--- config.mk ---
export PLATFORM = sky130hd
export DESIGN_NAME = tfcs_top
export DESIGN_NICKNAME = d
export VERILOG_FILES = /design/src/hw/tfcs_top.v /design/src/hw/tfcs_src_mux.v /design/src/hw/tfcs_evt_qual.v
export VERILOG_INCLUDE_DIRS = /design/src /design/src/hw
export SDC_FILE = /design/constraint.sdc
export NUM_CORES = 1
export LEC_CHECK = 0
export ABC_AREA = 1
export BUFFER_PORTS_ARGS = -buffer_cell sky130_fd_sc_hd__buf_2
export CORE_MARGIN = 2
export CORE_UTILIZATION = 30
export CTS_CLUSTER_SIZE = 28
export DETAILED_ROUTE_END_ITERATION = 16
export PLACE_DENSITY = 0.51
export REMOVE_ABC_BUFFERS = 1
export SLEW_MARGIN = 30
export SYNTH_ARGS = -nofsm -noshare
export SYNTH_HDL_FRONTEND = slang
export SYNTH_SLANG_ARGS = --single-unit
--- constraint.sdc ---
create_clock -name sys_clk_in -period 2.8 [get_ports sys_clk_in]
set_input_delay 0.28 -clock sys_clk_in [delete_from_list [all_inputs] [get_ports sys_clk_in]]
set_output_delay 0.28 -clock sys_clk_in [all_outputs]
set_load 0.02 [all_outputs]
--- src/hw/tfcs_map.vh ---
// register map, field positions and reset values of the trip force block
// Behaviour
// writing 1 to force bit 6 raises compare-B event-two trip and flag
// writing 1 to force bit 5 raises compare-B event-one trip and flag
// writing 1 to force bit 4 raises compare-A event-two trip and flag
// writing 1 to force bit 3 raises compare-A event-one trip and flag
// writing 1 to force bit 2 makes a one-shot trip and sets its flag
// writing 1 to force bit 1 makes a per-cycle trip and sets its flag
// force bits ignore written zeros and always read back zero
// select bits 11-9 hold B event two, 8-6 B event one; 000 disables
// select bits 5-3 A event two, 2-0 A event one; 15-12 read zero
// B codes 001 and 010 trip on high input low or high
// B codes 011 and 100 trip on low input low or high
// B code 101 trips on low high and high low; 110, 111 reserved
// A codes 001 and 010 trip on high input low or high
// A codes 011 and 100 trip on low input low or high
// A code 101 trips on low high and high low; 110, 111 reserved
// each compare input picks its source by a 4-bit selector code
// writing 1 to a clear bit clears that trip; zero ignored, reads zero
// events are evaluated every clock; disabled or reserved codes never trip
`ifndef TFCS_MAP_VH
`define TFCS_MAP_VH

// byte addresses on the register bus
`define TFCS_ADDR_W            5
`define TFCS_OFS_FORCE         5'h00
`define TFCS_OFS_EVSEL         5'h04
`define TFCS_OFS_SRCSEL        5'h08
`define TFCS_OFS_FLAG          5'h0C
`define TFCS_OFS_CLEAR         5'h10
`define TFCS_OFS_MASK          5'h14

// trip bit positions, shared by force, flag, clear and mask
`define TFCS_BIT_PCT           1
`define TFCS_BIT_ONE_SHOT      2
`define TFCS_BIT_A1            3
`define TFCS_BIT_B2            6
`define TFCS_TRIP_MSK          16'h007E

// event select mask and reset values of the select and mask registers
`define TFCS_EVSEL_MSK         16'h0FFF
`define TFCS_EVSEL_RST         16'h0000
`define TFCS_SRCSEL_RST        16'h0000
`define TFCS_MASK_RST          16'h0000

// event select codes
`define TFCS_EV_OFF            3'h0
`define TFCS_EV_HI_LOW         3'h1
`define TFCS_EV_HI_HIGH        3'h2
`define TFCS_EV_LO_LOW         3'h3
`define TFCS_EV_LO_HIGH        3'h4
`define TFCS_EV_LOHI_HILO      3'h5

// source select codes
`define TFCS_SRC_TZ_BASE       4'h0
`define TFCS_SRC_TZ_LAST       4'h2
`define TFCS_SRC_CMP_BASE      4'h8
`define TFCS_SRC_CMP_LAST      4'hA

`endif

--- src/hw/tfcs_top.v ---
// trip force and compare event select block with avalon-mm slave
//
// Register access over Avalon-MM and the register addresses were left to the implementer.
`timescale 1ns/1ps
`include "tfcs_map.vh"
module tfcs_top (
    input  wire        sys_clk_in,
    input  wire        rst_b_in,
    input  wire [4:0]  avs_address_in,
    input  wire        avs_read_in,
    input  wire        avs_write_in,
    input  wire [31:0] avs_writedata_in,
    input  wire [3:0]  avs_byteenable_in,
    output reg  [31:0] avs_readdata_out,
    output reg         avs_waitrequest_out,
    input  wire [2:0]  trip_zone_in,
    input  wire [2:0]  comparator_in,
    output reg         cmp_a_event_one_out,
    output reg         cmp_a_event_two_out,
    output reg         cmp_b_event_one_out,
    output reg         cmp_b_event_two_out,
    output reg         one_shot_trip_out,
    output reg         per_cycle_trip_out,
    output reg         irq_out
);
    // access phases of the bus slave, one-hot
    localparam [1:0] ST_IDLE = 2'b01;
    localparam [1:0] ST_ACK  = 2'b10;

    reg  [1:0]  state_ff;
    reg  [1:0]  nxt_state;
    reg  [15:0] evsel_ff;
    reg  [15:0] srcsel_ff;
    reg  [15:0] flag_ff;
    reg  [15:0] mask_ff;
    reg  [15:0] trip_ff;
    reg  [15:0] nxt_flag;
    reg  [15:0] nxt_trip;
    reg  [15:0] nxt_rdata;
    reg  [3:0]  qual_ff;
    wire [3:0]  src_w;
    wire [3:0]  qual_w;
    wire        req_w;
    wire        take_w;
    wire        lo_be_w;
    wire        hi_be_w;
    wire [15:0] wdata_w;
    wire [15:0] force_w;
    wire [15:0] clear_w;
    wire [15:0] w1c_w;
    wire [15:0] live_w;

    // match of the bus address against one register offset
    function hit;
        input [4:0] addr;
        input [4:0] ofs;
        begin
            hit = (addr == ofs);
        end
    endfunction

    // merge write data into a register under the byte enables
    function [15:0] merge;
        input [15:0] old;
        input [15:0] neu;
        input        lo;
        input        hi;
        begin
            merge = {hi ? neu[15:8] : old[15:8],
                     lo ? neu[7:0]  : old[7:0]};
        end
    endfunction

    assign req_w   = avs_read_in | avs_write_in;
    assign take_w  = state_ff[1] & req_w;
    assign lo_be_w = avs_byteenable_in[0];
    assign hi_be_w = avs_byteenable_in[1];
    assign wdata_w = avs_writedata_in[15:0];

    // write-one force pulses, writes of zero do nothing
    assign force_w = (take_w & avs_write_in &
                      hit(avs_address_in, `TFCS_OFS_FORCE)) ?
                     (merge(16'h0000, wdata_w, lo_be_w, hi_be_w) &
                      `TFCS_TRIP_MSK) : 16'h0000;

    // write-one clear pulses for the trip conditions
    assign clear_w = (take_w & avs_write_in &
                      hit(avs_address_in, `TFCS_OFS_CLEAR)) ?
                     (merge(16'h0000, wdata_w, lo_be_w, hi_be_w) &
                      `TFCS_TRIP_MSK) : 16'h0000;

    // write-one clear of the sticky flags
    assign w1c_w = (take_w & avs_write_in &
                    hit(avs_address_in, `TFCS_OFS_FLAG)) ?
                   (merge(16'h0000, wdata_w, lo_be_w, hi_be_w) &
                    `TFCS_TRIP_MSK) : 16'h0000;

    // live qualified compare events placed at their trip positions
    assign live_w = {9'h000, qual_ff, 3'h0};

    // four compare inputs, each from its own selector field
    genvar gi;
    generate
        for (gi = 0; gi < 4; gi = gi + 1) begin : g_src
            tfcs_src_mux u_src (
                .sel_in  (srcsel_ff[4*gi+3:4*gi]),
                .tz_in   (trip_zone_in),
                .cmp_in  (comparator_in),
                .src_out (src_w[gi])
            );
        end
    endgenerate

    // four events qualified every clock from their select codes
    generate
        for (gi = 0; gi < 4; gi = gi + 1) begin : g_evt
            tfcs_evt_qual u_qual (
                .code_in (evsel_ff[3*gi+2:3*gi]),
                .high_in (gi < 2 ? src_w[0] : src_w[2]),
                .low_in  (gi < 2 ? src_w[1] : src_w[3]),
                .evt_out (qual_w[gi])
            );
        end
    endgenerate

    // registered event levels
    always @(posedge sys_clk_in or negedge rst_b_in) begin
        if (!rst_b_in) begin
            qual_ff <= 4'h0;
        end else begin
            qual_ff <= qual_w;
        end
    end

    // bus slave phases: one wait cycle, then the access completes
    always @* begin
        case (state_ff)
            ST_IDLE: nxt_state = req_w ? ST_ACK : ST_IDLE;
            ST_ACK:  nxt_state = ST_IDLE;
            default: nxt_state = ST_IDLE;
        endcase
    end

    // read data gathered while waitrequest is still high
    always @* begin
        nxt_rdata = 16'h0000;
        // force and clear registers read back zero
        if (hit(avs_address_in, `TFCS_OFS_EVSEL)) begin
            // reserved top bits read zero
            nxt_rdata = evsel_ff & `TFCS_EVSEL_MSK;
        end else if (hit(avs_address_in, `TFCS_OFS_SRCSEL)) begin
            nxt_rdata = srcsel_ff;
        end else if (hit(avs_address_in, `TFCS_OFS_FLAG)) begin
            nxt_rdata = flag_ff;
        end else if (hit(avs_address_in, `TFCS_OFS_MASK)) begin
            nxt_rdata = mask_ff;
        end
    end

    // sticky flags and trip conditions, a set beats a clear
    always @* begin
        // force sets flag alongside the trip
        nxt_flag = ((flag_ff & ~w1c_w & ~clear_w) | force_w | live_w) &
                   `TFCS_TRIP_MSK;
        // clear drops the condition unless it is raised again
        nxt_trip = ((trip_ff & ~clear_w) | force_w | live_w) &
                   `TFCS_TRIP_MSK;
    end

    // bus slave handshake and read data
    always @(posedge sys_clk_in or negedge rst_b_in) begin
        if (!rst_b_in) begin
            state_ff            <= ST_IDLE;
            avs_waitrequest_out <= 1'b1;
            avs_readdata_out    <= 32'h0000_0000;
        end else begin
            state_ff            <= nxt_state;
            avs_waitrequest_out <= ~(state_ff[0] & req_w);
            if (state_ff[0] & avs_read_in) begin
                avs_readdata_out <= {16'h0000, nxt_rdata};
            end
        end
    end

    // software-written configuration registers
    always @(posedge sys_clk_in or negedge rst_b_in) begin
        if (!rst_b_in) begin
            evsel_ff  <= `TFCS_EVSEL_RST;
            srcsel_ff <= `TFCS_SRCSEL_RST;
            mask_ff   <= `TFCS_MASK_RST;
        end else if (take_w & avs_write_in) begin
            // event select fields, reserved bits kept zero
            if (hit(avs_address_in, `TFCS_OFS_EVSEL)) begin
                evsel_ff <= merge(evsel_ff, wdata_w, lo_be_w, hi_be_w) &
                            `TFCS_EVSEL_MSK;
            end
            // source selector fields
            if (hit(avs_address_in, `TFCS_OFS_SRCSEL)) begin
                srcsel_ff <= merge(srcsel_ff, wdata_w, lo_be_w, hi_be_w);
            end
            if (hit(avs_address_in, `TFCS_OFS_MASK)) begin
                mask_ff <= merge(mask_ff, wdata_w, lo_be_w, hi_be_w) &
                           `TFCS_TRIP_MSK;
            end
        end
    end

    // flag and trip state
    always @(posedge sys_clk_in or negedge rst_b_in) begin
        if (!rst_b_in) begin
            flag_ff <= 16'h0000;
            trip_ff <= 16'h0000;
        end else begin
            flag_ff <= nxt_flag;
            trip_ff <= nxt_trip;
        end
    end

    // trip outputs and interrupt, all registered
    always @(posedge sys_clk_in or negedge rst_b_in) begin
        if (!rst_b_in) begin
            per_cycle_trip_out  <= 1'b0;
            one_shot_trip_out   <= 1'b0;
            cmp_a_event_one_out <= 1'b0;
            cmp_a_event_two_out <= 1'b0;
            cmp_b_event_one_out <= 1'b0;
            cmp_b_event_two_out <= 1'b0;
            irq_out             <= 1'b0;
        end else begin
            // software trip events
            per_cycle_trip_out  <= nxt_trip[`TFCS_BIT_PCT];
            one_shot_trip_out   <= nxt_trip[`TFCS_BIT_ONE_SHOT];
            // compare event trip conditions
            cmp_a_event_one_out <= nxt_trip[`TFCS_BIT_A1];
            cmp_a_event_two_out <= nxt_trip[`TFCS_BIT_A1+1];
            cmp_b_event_one_out <= nxt_trip[`TFCS_BIT_A1+2];
            cmp_b_event_two_out <= nxt_trip[`TFCS_BIT_B2];
            irq_out             <= |(nxt_flag & mask_ff);
        end
    end
endmodule

--- src/hw/tfcs_src_mux.v ---
// source picker for one compare input
`timescale 1ns/1ps
`include "tfcs_map.vh"
module tfcs_src_mux (
    input  wire [3:0] sel_in,
    input  wire [2:0] tz_in,
    input  wire [2:0] cmp_in,
    output reg        src_out
);
    // selector code picks trip-zone or comparator
    always @* begin
        src_out = 1'b0;
        if (sel_in <= `TFCS_SRC_TZ_LAST) begin
            src_out = tz_in[sel_in[1:0]];
        end else if (sel_in >= `TFCS_SRC_CMP_BASE &&
                     sel_in <= `TFCS_SRC_CMP_LAST) begin
            src_out = cmp_in[sel_in[1:0]];
        end
    end
endmodule

--- src/hw/tfcs_evt_qual.v ---
// qualifier of one compare event from its high and low inputs
`timescale 1ns/1ps
`include "tfcs_map.vh"
module tfcs_evt_qual (
    input  wire [2:0] code_in,
    input  wire       high_in,
    input  wire       low_in,
    output reg        evt_out
);
    // reserved and disabled codes fall to default, no event
    always @* begin
        case (code_in)
            // high input low or high
            `TFCS_EV_HI_LOW:    evt_out = ~high_in;
            `TFCS_EV_HI_HIGH:   evt_out = high_in;
            // low input low or high
            `TFCS_EV_LO_LOW:    evt_out = ~low_in;
            `TFCS_EV_LO_HIGH:   evt_out = low_in;
            // low high with high low
            `TFCS_EV_LOHI_HILO: evt_out = low_in & ~high_in;
            default:            evt_out = 1'b0;
        endcase
    end
endmodule

==> run summary <==
status - finished clean
CTS Buf Count - 9
Max Fclk - 601 MHz
largest net degree at the start of global routing - 71
area of the multi-input gates - 0.00170 mm²
number of global-route vias before repair - 3,170
Post-CTS Setup Inserts - 0
Seq/Total Area, Yosys - 45.6%
Reg clk slew, reported paths - 0.05 ns
register area - 0.00175 mm²
final setup vio count - 0
via count - 3,329
min setup slack post-route - 1.13 ns
min Tclk post-route - 1.67 ns
FF-to-FF setup slack - 1.13 ns
DP Cell Count - 709
Hold Violations, Final - 0
Reg2Reg Depth - 5
Setup CP Type - reg2reg
Post-synth top flop - dfrtp_1
IO Port Bufs - 56
root buf cell - clkbuf_16
reg-to-reg endpoint - avs_readdata_out[2]$_DFFE_PN0P_
initial core utilization - 30.6%
n_diodes - 0
CP Capture Type - register
Tightest Pin Transition - 0.652 ns
CTS resizes - 0
DR iter-0 viols - 208
DRC Markers - 0
IO Pins - 91
Max H-tree Level - 3
clock sink count - 70
Slowest-stage cell, CP - dfstp_2
Hold WS - 0.0402 ns
Max IR drop VDD - 0.000259 V
Core ar. - 0.0126 mm²
CTS tree - built
CP Data Required Time - 3.06 ns
Syn Inst Count - 492
Arr. time, crit path - 1.92 ns
hold buffers post-CTS - 0
setup TNS - 0 ns
CP Capture Point - avs_readdata_out[2]$_DFFE_PN0P_
area grow syn2layout - 17.1%
Post-Layout Cell Count - 725
worst skew pair latency - 0.34 ns
total die area - 0.0138 mm²
Fill cells - 1,360
yosys warns - 0
number of synthesized flops with an enable pin - 0
NumNets Final - 599
area of the mapped netlist - 0.00385 mm²
Leak Pwr - 2.28 nW
RSZ-0062 raised after global routing - false
met1 wire length - 4.89 mm
Clock Path Buffers - 2
first-pass GRT wire length - 16.4 mm
Setup WS pre-CTS - 0.883 ns
DPL Wire Length - 7.23 mm
Tot GR Track Use - 15.8%
Die Ht - 117 µm
critical path peak fanout - 20
Rows - 41
metal3 WL - 488 µm
Routability Congestion - 0.788
pwr/cell area - 693 mW/mm²
grt total ovfl - 0
syn_area_per_cell - 7.82 µm²
clk_skew - 0.00739 ns
DRT antenna net count - 0
layout cells sized above 1 - 19.5%
startpoint types - register
max-slew violations - 0
Max Cap Viol - 0
reg2reg start - state_ff[0]$_DFF_PN1_
family with the most delay on the worst path - buffers and inverters
Buf/Inv on CP - 2
Slew headroom - 56.5%
async set or reset register ratio after synthesis - 100%
total iterations of the first detailed-routing run - 4
DR WL met2 - 4.34 mm
Die W - 117 µm
Detailed Route WL - 9.93 mm
vias per cell - 4.59
top routing layer in use - met4
Most Frequent Cell on Critical Path - o21ai_0
crit path cell chain - nand2_1, buf_4, inv_1, o21ai_0, o21ai_0
CP startpoint - state_ff[0]$_DFF_PN1_
Power Total - 3.12 mW
Seq cells post-synth - 70
unique cell type count in the Yosys netlist - 32
CP max stage delay - 0.52 ns
initial antenna violation count - 0
routed len/inst - 13.7 µm
critical path depth - 5
Final Cycle Share - 59.5%
type of the worst min-delay path - in2async
-- state kept, by name, indices dropped and copies added (netlist names) --
register	cells
avs_readdata_out	16
srcsel_ff	16
evsel_ff	12
flag_ff	6
mask_ff	6
trip_ff	6
qual_ff	4
state_ff	2
avs_waitrequest_out	1
irq_out	1
-- power by group --
group	switching [mW]	internal [mW]
clock network	0.417	0.674
registers	0.127	1.19
logic	0.486	0.228
-- metrics by stage --
stage                     utilization (%)  cell area, µm²
final                                35.9            4510
after CTS                            35.8            4500
after detailed placement             33.6            4220
after global routing                 35.9            4510
after global placement               33.6            4220
after floorplan                         -            3710
-- area by class of cell --
cell class                 count  area share [%]
tap                          172            4.78
multi-input combinational    343            37.8
inverter                      66            5.66
sequential                    70            38.9
clock buffer                  16            6.25
timing repair buffer          58            6.64
-- synth_stat cells (3+ instances only) --
library cell	n	area (µm²)
nand2_1	139	522
dfrtp_1	68	1700
inv_1	61	229
nand3_1	31	155
o21ai_1	24	120
nor2_1	23	86.3
o21ai_0	19	95.1
buf_4	18	135
nor3_1	16	80.1
a21oi_1	14	70.1
nand2_2	9	56.3
a211oi_1	8	60.1
nand4_1	8	50.1
o21ai_2	8	70.1
a221oi_1	6	52.6
buf_2	5	25.0
nand3_2	5	50.1
clkbuf_1	3	11.3
inv_2	3	11.3
nor2_2	3	18.8
-- worst min path at each step --
| stage | to | slack [ns] |
|---|---|---|
| detailed placement | state_ff[1]$_DFF_PN0_ | 0.43 |
| CTS | avs_waitrequest_out$_DFF_PN1_ | 0.12 |
| global placement | state_ff[1]$_DFF_PN0_ | 0.42 |
| floorplan | avs_readdata_out[0]$_DFFE_PN0P_ | -0.02 |
| global route | avs_readdata_out[15]$_DFFE_PN0P_ | 0.12 |
| finish | avs_readdata_out[15]$_DFFE_PN0P_ | 0.04 |
-- per-layer routing --
metal	track usage (%)	up-vias
li1	-	1678
met1	22.2	1549
met2	23.1	87
met3	3.55	15
met4	6.98	0
met5	0	-
-- cells in the final DEF (no fill, tap or decap), types with 9 or more instances in the layout --
cell / n
dfrtp_1: 68
o21ai_0: 19
clkbuf_16: 9
nand3_1: 31
nor2_1: 23
nand2_1: 139
nor3_1: 16
conb_1: 16
a21oi_1: 14
nand2_2: 9
buf_2: 56
o21ai_1: 24
inv_1: 61
-- kinds of logic after synthesis --
| logic type | count (synthesis) | share of synthesized area (%) |
|---|---|---|
| AO/OA/AOI/OAI | 83 | 13.0 |
| buffers and inverters | 94 | 11.7 |
| flip-flops | 70 | 45.6 |
| multiplexers | 2 | 0.585 |
| other | 1 | 0.0974 |
| AND/OR/NAND/NOR | 242 | 29.1 |
No activity file was read; power rests on OpenSTA's default activity.
